===== src/treb_map.vh =====
`ifndef TREB_MAP_VH
`define TREB_MAP_VH

// Subaddresses of the serial control port.
`define TREB_ADDR_SET 8'hDC
`define TREB_ADDR_INDEX 8'hDD
`define TREB_ADDR_AM 8'hDE

// Channel group layout shared by the set and index registers.
`define TREB_GROUPS 4
`define TREB_GROUP_W 8
`define TREB_SET_CODE_W 3

// Set selector codes.
`define TREB_SET_KEEP 3'h0
`define TREB_SET_LAST 3'h5
`define TREB_SET_RESET 3'h1

// Gain index values.
`define TREB_INDEX_RESET 32'h12121212
`define TREB_INDEX_MAX 8'h24
`define TREB_INDEX_TOP_DB 8'h12

// Am_avoidance_mode layout and reset.
`define TREB_AM_RESET 32'h00000000
`define TREB_AM_METHOD_BIT 24
`define TREB_AM_ENABLE_BIT 20
`define TREB_AM_SEQ_HI 19
`define TREB_AM_SEQ_LO 18
`define TREB_AM_IF_BIT 17
`define TREB_AM_BINARY_BIT 16
`define TREB_AM_THOUSANDS_BIT 12
`define TREB_AM_HUNDREDS_LO 8
`define TREB_AM_TENS_LO 4
`define TREB_AM_UNITS_LO 0
`define TREB_AM_BIN_HI 10
`define TREB_AM_BCD_MASK 16'h1FFF
`define TREB_AM_BIN_MASK 16'h07FF
`define TREB_BCD_MAX_DIGIT 4'h9

`endif


===== src/treb_config.v =====
// Contract
// - Group 6/5 set code: keep, select, illegal.
// - Group 4/3 set code: keep, select, illegal.
// - Group 7/2/1 set code: keep, select, illegal.
// - Index register holds four bytes, reset 0x12.
// - Index maps to 18 dB minus index.
// - Bit 24 picks scaling or rate conversion.
// - Enable bit and two-bit sequence select.
// - IF select and decimal or binary tuning.
// - Decimal mode thousands, hundreds, tens, units digits.
// - Binary mode eleven-bit tuned frequency.
// - Channels 6/5 role follows configuration bit.
`timescale 1ns/1ps
`include "treb_map.vh"

module treb_config (
  // Clock and reset
  input wire clk,
  input wire srst,
  // Register access from the serial control port
  input wire [7:0] regAddr,
  input wire [31:0] regWrData,
  input wire regWrEn,
  input wire regRdEn,
  output reg [31:0] regRdData_q,
  output reg regRdValid_q,
  output reg regAddrMiss_q,
  // Channel configuration from the general control register
  input wire sixChannelMode,
  output reg surroundAsLineout_q,
  // Treble set selection per group, subwoofer group in the top slot
  output reg [11:0] trebleSet_q,
  output reg illegalSetWrite_q,
  // Treble gain per group
  output reg [31:0] trebleIndex_q,
  output reg [23:0] trebleGainDb_q,
  output reg [3:0] indexInvalid_q,
  // AM avoidance
  output reg amUseRateConv_q,
  output reg amEnable_q,
  output reg [1:0] amSequence_q,
  output reg amIfLow_q,
  output reg amBinaryTuned_q,
  output reg [15:0] amTunedField_q,
  output reg [10:0] amTunedKhz_q,
  output reg amDigitsValid_q
);

  wire wrSet;
  wire wrIndex;
  wire wrAm;
  wire mapped;
  wire [11:0] setSel;
  wire [3:0] setIllegal;
  wire [31:0] setReadback;
  wire [23:0] gainDb;
  wire [3:0] gainBad;

  reg [31:0] amReg_q;
  reg [31:0] amNext;
  reg [15:0] tunedNext;
  reg [10:0] khzNext;
  reg digitsOkNext;

  assign wrSet = regWrEn && (regAddr == `TREB_ADDR_SET);
  assign wrIndex = regWrEn && (regAddr == `TREB_ADDR_INDEX);
  assign wrAm = regWrEn && (regAddr == `TREB_ADDR_AM);
  assign mapped = (regAddr == `TREB_ADDR_SET) || (regAddr == `TREB_ADDR_INDEX) ||
    (regAddr == `TREB_ADDR_AM);

  // One selector and one gain mapper per channel group.
  genvar g;
  generate
    for (g = 0; g < `TREB_GROUPS; g = g + 1) begin : grp
      wire [7:0] idx;
      wire [7:0] clampIdx;

      // Reserved upper bits of each byte are dropped before the code is judged.
      treb_set_field setField (
        .clk(clk),
        .srst(srst),
        .wrEn(wrSet),
        .code(regWrData[g*`TREB_GROUP_W +: `TREB_SET_CODE_W]),
        .setSel_q(setSel[g*3 +: 3]),
        .illegal_q(setIllegal[g])
      );

      assign setReadback[g*`TREB_GROUP_W +: `TREB_GROUP_W] = {5'h00, setSel[g*3 +: 3]};

      assign idx = trebleIndex_q[g*`TREB_GROUP_W +: `TREB_GROUP_W];
      // Out-of-range indexes are clamped to the weakest gain rather than wrapped.
      assign gainBad[g] = (idx > `TREB_INDEX_MAX);
      assign clampIdx = gainBad[g] ? `TREB_INDEX_MAX : idx;
      assign gainDb[g*6 +: 6] = 6'h12 - clampIdx[5:0];
    end
  endgenerate

  // Next AM value: reserved bits cleared and the low half masked per tuning mode.
  always @* begin
    amNext = 32'h00000000;
    amNext[`TREB_AM_METHOD_BIT] = regWrData[`TREB_AM_METHOD_BIT];
    amNext[`TREB_AM_ENABLE_BIT] = regWrData[`TREB_AM_ENABLE_BIT];
    amNext[`TREB_AM_SEQ_HI:`TREB_AM_SEQ_LO] = regWrData[`TREB_AM_SEQ_HI:`TREB_AM_SEQ_LO];
    amNext[`TREB_AM_IF_BIT] = regWrData[`TREB_AM_IF_BIT];
    amNext[`TREB_AM_BINARY_BIT] = regWrData[`TREB_AM_BINARY_BIT];
    if (regWrData[`TREB_AM_BINARY_BIT]) begin
      amNext[15:0] = regWrData[15:0] & `TREB_AM_BIN_MASK;
    end else begin
      amNext[15:0] = regWrData[15:0] & `TREB_AM_BCD_MASK;
    end
  end

  // Tuned frequency in kHz, derived from the stored AM register.
  always @* begin
    tunedNext = amReg_q[15:0];
    khzNext = 11'h000;
    digitsOkNext = 1'b1;
    if (amReg_q[`TREB_AM_BINARY_BIT]) begin
      khzNext = tunedNext[`TREB_AM_BIN_HI:0];
    end else begin
      khzNext = (tunedNext[`TREB_AM_THOUSANDS_BIT] ? 11'h3E8 : 11'h000) +
        {7'h00, tunedNext[`TREB_AM_HUNDREDS_LO +: 4]} * 11'h064 +
        {7'h00, tunedNext[`TREB_AM_TENS_LO +: 4]} * 11'h00A +
        {7'h00, tunedNext[`TREB_AM_UNITS_LO +: 4]};
      digitsOkNext = (tunedNext[`TREB_AM_HUNDREDS_LO +: 4] <= `TREB_BCD_MAX_DIGIT) &&
        (tunedNext[`TREB_AM_TENS_LO +: 4] <= `TREB_BCD_MAX_DIGIT) &&
        (tunedNext[`TREB_AM_UNITS_LO +: 4] <= `TREB_BCD_MAX_DIGIT);
    end
  end

  // Register storage.
  always @(posedge clk) begin
    if (srst) begin
      trebleIndex_q <= `TREB_INDEX_RESET;
      amReg_q <= `TREB_AM_RESET;
    end else begin
      if (wrIndex) begin
        trebleIndex_q <= regWrData;
      end
      if (wrAm) begin
        amReg_q <= amNext;
      end
    end
  end

  // Read port answers one cycle after the strobe; unmapped reads return zero.
  always @(posedge clk) begin
    if (srst) begin
      regRdData_q <= 32'h00000000;
      regRdValid_q <= 1'b0;
      regAddrMiss_q <= 1'b0;
    end else begin
      regRdValid_q <= regRdEn;
      regAddrMiss_q <= (regRdEn || regWrEn) && !mapped;
      if (regRdEn) begin
        case (regAddr)
          `TREB_ADDR_SET: regRdData_q <= setReadback;
          `TREB_ADDR_INDEX: regRdData_q <= trebleIndex_q;
          `TREB_ADDR_AM: regRdData_q <= amReg_q;
          default: regRdData_q <= 32'h00000000;
        endcase
      end
    end
  end

  // Decoded outputs are registered so the audio path sees clean levels.
  // They trail the stored registers by one cycle; surroundAsLineout_q trails the sixChannelMode input by one cycle.
  always @(posedge clk) begin
    if (srst) begin
      trebleSet_q <= {4{`TREB_SET_RESET}};
      illegalSetWrite_q <= 1'b0;
      trebleGainDb_q <= 24'h000000;
      indexInvalid_q <= 4'h0;
      amUseRateConv_q <= 1'b0;
      amEnable_q <= 1'b0;
      amSequence_q <= 2'h0;
      amIfLow_q <= 1'b0;
      amBinaryTuned_q <= 1'b0;
      amTunedField_q <= 16'h0000;
      amTunedKhz_q <= 11'h000;
      amDigitsValid_q <= 1'b1;
      surroundAsLineout_q <= 1'b0;
    end else begin
      trebleSet_q <= setSel;
      illegalSetWrite_q <= |setIllegal;
      trebleGainDb_q <= gainDb;
      indexInvalid_q <= gainBad;
      amUseRateConv_q <= amReg_q[`TREB_AM_METHOD_BIT];
      amEnable_q <= amReg_q[`TREB_AM_ENABLE_BIT];
      amSequence_q <= amReg_q[`TREB_AM_SEQ_HI:`TREB_AM_SEQ_LO];
      amIfLow_q <= amReg_q[`TREB_AM_IF_BIT];
      amBinaryTuned_q <= amReg_q[`TREB_AM_BINARY_BIT];
      amTunedField_q <= amReg_q[15:0];
      amTunedKhz_q <= khzNext;
      amDigitsValid_q <= digitsOkNext;
      surroundAsLineout_q <= sixChannelMode;
    end
  end

endmodule // treb_config


===== src/treb_set_field.v =====
`timescale 1ns/1ps
`include "treb_map.vh"

module treb_set_field (
  // Clock and reset
  input wire clk,
  input wire srst,
  // Write side
  input wire wrEn,
  input wire [2:0] code,
  // State
  output reg [2:0] setSel_q,
  output reg illegal_q
);

  wire isKeep;
  wire isIllegal;

  assign isKeep = (code == `TREB_SET_KEEP);
  assign isIllegal = (code > `TREB_SET_LAST);

  always @(posedge clk) begin
    if (srst) begin
      setSel_q <= `TREB_SET_RESET;
      illegal_q <= 1'b0;
    end else begin
      illegal_q <= wrEn && isIllegal;
      // Zero and illegal codes both leave the active set alone.
      if (wrEn && !isKeep && !isIllegal) begin
        setSel_q <= code;
      end
    end
  end

endmodule // treb_set_field


===== config.mk =====
export PLATFORM = sky130hd
export DESIGN_NAME = treb_config
export DESIGN_NICKNAME = d
export VERILOG_FILES = /design/src/treb_config.v /design/src/treb_set_field.v
export VERILOG_INCLUDE_DIRS = /design/src
export SDC_FILE = /design/constraint.sdc
export NUM_CORES = 1
export LEC_CHECK = 0
export BUFFER_PORTS_ARGS = -buffer_cell sky130_fd_sc_hd__buf_2
export CORE_ASPECT_RATIO = 1.2
export CORE_MARGIN = 3
export CORE_UTILIZATION = 30
export CTS_BUF_LIST = sky130_fd_sc_hd__clkbuf_8
export DETAILED_ROUTE_END_ITERATION = 12
export HOLD_SLACK_MARGIN = 0.1
export PLACE_DENSITY = 0.59
export SLEW_MARGIN = 5
export SYNTH_ARGS = -nofsm -noshare
export SYNTH_HDL_FRONTEND = slang
export SYNTH_HIERARCHICAL = 1
export SYNTH_SLANG_ARGS = --single-unit

===== constraint.sdc =====
create_clock -name clk -period 3.67 [get_ports clk]
set_input_delay 0.5505 -clock clk [delete_from_list [all_inputs] [get_ports clk]]
set_output_delay 0.5505 -clock clk [all_outputs]
set_load 0.05 [all_outputs]

==> impl_metrics.csv <==
group,metric,value,unit
worst_setup_path,crit_type,"register to register",
placement,routabilityCongestion,0.8322,
layout,diodes,0,
drt,routed-via-count,6343,
timing,finalCriticalPeriod,3.464,ns
layout,final_nets,1096,
global_route,grt-ovfl-total,0,
worst_setup_path,path_depth,11,
power,p_per_area,370.4,nW/um^2
floorplan,start_util,30.83,%
placement,place_ws,0.05372,ns
timing,final_hold_viol_count,0,
logic_synthesis,ys.warnings.count,6,
timing,finalCritPeriodShare,94.39,%
logic_synthesis,synth_most_common_cell,"dfxtp_1",
power,p_leak,4.238,nW
cts,cts_tree,"built",
timing,fin_skew,0.01329,ns
cts,cts_buffers,17,
layout,layout-drive-gt1-share,23.70,%
drt,drt-initial-drc-count,306,
placement,io_buffer_count,183,
timing,max_freq,288.7,MHz
flow_run,drv_cap,0,
run_status,outcome,"completed",
timing,max_slew_margin,45.17,%
global_route,grt_usage,16.48,%
floorplan,chipHeight,178.8,um
timing,slew_violations,0,
cts,cts-root-buf,"clkbuf_8",
global_route,grt_pass1_wl,34.11,mm
global_route,grt_max_degree,163,
drt,routed_wl,22.37,mm
timing,tns,0,ns
timing,worst_slew_pin_slew,0.8176,ns
floorplan,die_w,150.0,um
worst_setup_path,cpPeakStageDelay,0.51,ns
drt,vias_per_cell,4.744,
logic_synthesis,yosysSeqAreaShare,46.41,%
logic_synthesis,ys.flop_type,"dfxtp_1",
worst_setup_path,cp.buffers_inverters,0,
floorplan,pin_count,187,
worst_setup_path,crit_path_top_delay_cell,"fa_1",
floorplan,rows,62,
worst_setup_path,required,4.01,ns
placement,hpwl,15.89,mm
worst_setup_path,r2r_cells,11,
hold_path,hold_class,"primary input to register",
drt,remaining_drc_errors,0,
timing,setup_violations,0,
worst_setup_path,path_cells,"ha_1 > ha_1 > fa_1 > fa_1 > ha_1 > ha_1 > nor2b_1 > o21a_1 > o21ai_2 > a21oi_1 > or3_1",
hold_path,holdPathStages,3,
global_route,antenna_found_initial,0,
logic_synthesis,synth-edff-count,0,
logic_synthesis,yosys.area.top_type,"dfxtp_1",
logic_synthesis,syn_inst,829,
worst_setup_path,cp.arrival,3.81,ns
drt,ant_nets,0,
logic_synthesis,synth_area_leaders,"dfxtp_1 46%, ha_1 6.4%, a21oi_1 6.0%",
cts,htreeDepth,4,
timing,setup_ws,0.2058,ns
timing,rsz0062_at_grt,"false",
worst_setup_path,cp-start-kind,"register",
layout,n_fill_cell,2534,
drt,avgRoutedWirePerCell,16.73,um
layout,fin_util,37.71,%
layout,areaGrowthSynthToFinish,22.30,%
logic_synthesis,yosys.cell_types.count,43,
worst_setup_path,crit_family,"adder cells",
floorplan,core-area,24200,sq um
global_route,grt_pass1_vias,6044,
floorplan,dieArea,26810,sq um
logic_synthesis,synthArstFlopShare,0,%
power,power,3.380,mW
logic_synthesis,netlist_top_cells_count,"173 x dfxtp_1, 109 x nand2_1, 90 x a21oi_1",
logic_synthesis,synth_area,7462,sq um
logic_synthesis,ys_seq_elements,173,
drt,dr.pass1.iters,5,
worst_setup_path,crit_fanout,4,
power,ir_drop,219.2,uV
logic_synthesis,syn_avg_cell_area,9.001,sq um
logic_synthesis,synth_top_area_share,46.41,%
worst_setup_path,setup.worst_path.end_class,"register",
worst_setup_path,crit_path_frequent_cell,"ha_1",
cts,clock_sinks,173,
cts,clk_path_buf_depth,2,
cts,clk_pin_slew,0.09,ns
cts,clk_latency,0.47,ns
[cell families after synthesis]
| logic type | Yosys count | share of synthesized area [%] |
|---|---|---|
| compound gates | 158 | 12.42 |
| fa+ha+maj | 47 | 8.786 |
| other cells | 1 | 0.05025 |
| buf+inv | 64 | 3.672 |
| simple gates | 332 | 21.75 |
| mux | 32 | 4.326 |
| flops | 173 | 46.41 |
| xor+xnor | 22 | 2.582 |
[metrics by stage]
step | area, sq um | hold slack [ns] | instances
floorplan | 7470 | 0.4164 | 831
finish | 9126 | 0.3004 | 1337
detailed placement | 8727 | 0.4598 | 1305
CTS | 9123 | 0.2729 | 1337
global route | 9126 | 0.2808 | 1337
global placement | 8727 | 0.4551 | 1305
[worst min-delay path, stage by stage]
cell and delay [ns]:
buf_2 0.08, nand2_1 0.04, nand3b_1 0.07
[state kept, by name (all words and copies together), names as in the netlist]
signal                  count
regRdData_q                32
trebleIndex_q              32
trebleGainDb_q             24
amReg_q                    19
amTunedField_q             12
grp.setField/setSel_q      12
trebleSet_q                12
amTunedKhz_q               11
grp.setField/illegal_q      4
indexInvalid_q              4
amSequence_q                2
amBinaryTuned_q             1
amDigitsValid_q             1
amEnable_q                  1
amIfLow_q                   1
amUseRateConv_q             1
illegalSetWrite_q           1
regAddrMiss_q               1
regRdValid_q                1
surroundAsLineout_q         1
[layer usage]
metal | vias up | share of wire (%) | global-route usage [%]
met5 | - | 0 | 0
met3 | 21 | 6.4 | 3.894
li1 | 3131 | - | -
met2 | 187 | 49 | 27.30
met4 | 0 | 1.8 | 5.111
met1 | 3004 | 43 | 21.28
[what timing repair did]
action                     CTS  global route
setup buffers                0             0
setup endpoints to repair    0             1
hold buffers                 0             0
gates resized for setup      0             2
[layout make-up]
class                      count  area (sq um)  area share (%)
inverter                      18         67.56          0.7403
timing repair buffer         200          1059           11.60
clock inverter                11         106.4           1.165
sequential                   173          3463           37.95
tap                          320         400.4           4.387
multi-input combinational    594          3741           40.99
clock buffer                  21         289.0           3.167
[final timing paths]
path	slack, ns	end	startpoint
max reg2reg	0.21	amTunedKhz_q[9]$_SDFF_PP0_	amReg_q[5]$_SDFFE_PP0P_
max	0.21	amTunedKhz_q[9]$_SDFF_PP0_	amReg_q[5]$_SDFFE_PP0P_
min reg2reg	0.47	regRdData_q[26]$_SDFFE_PP0P_	regRdData_q[26]$_SDFFE_PP0P_
min	0.30	trebleIndex_q[28]$_SDFFE_PP1P_	regWrData[28]
[layout by cell type, fill, tap and decap left out, types with 5 or more instances in the layout]
master and count:
mux2i_1 30, buf_4 17, fa_1 9, a21oi_1 90, a21o_1 6, inv_1 19, buf_2 182, nor3_1 5
and2_1 8, a211oi_1 6, o21ai_0 24, nand2_1 109, nor2_1 80, dfxtp_1 173, xnor2_1 11, ha_1 38
nor2b_1 54, a2111oi_0 8, xor2_1 11, nand3_1 14, a22o_1 10, nand3b_1 9, clkbuf_8 21, nor3b_1 10
nand2b_1 27
[where the power goes]
part,internal (mW),switching [mW]
Combinational,0.0448,0.109
Clock,0.617,0.727
Sequential,1.88,0.00243
(Power assumes the default switching activity.)
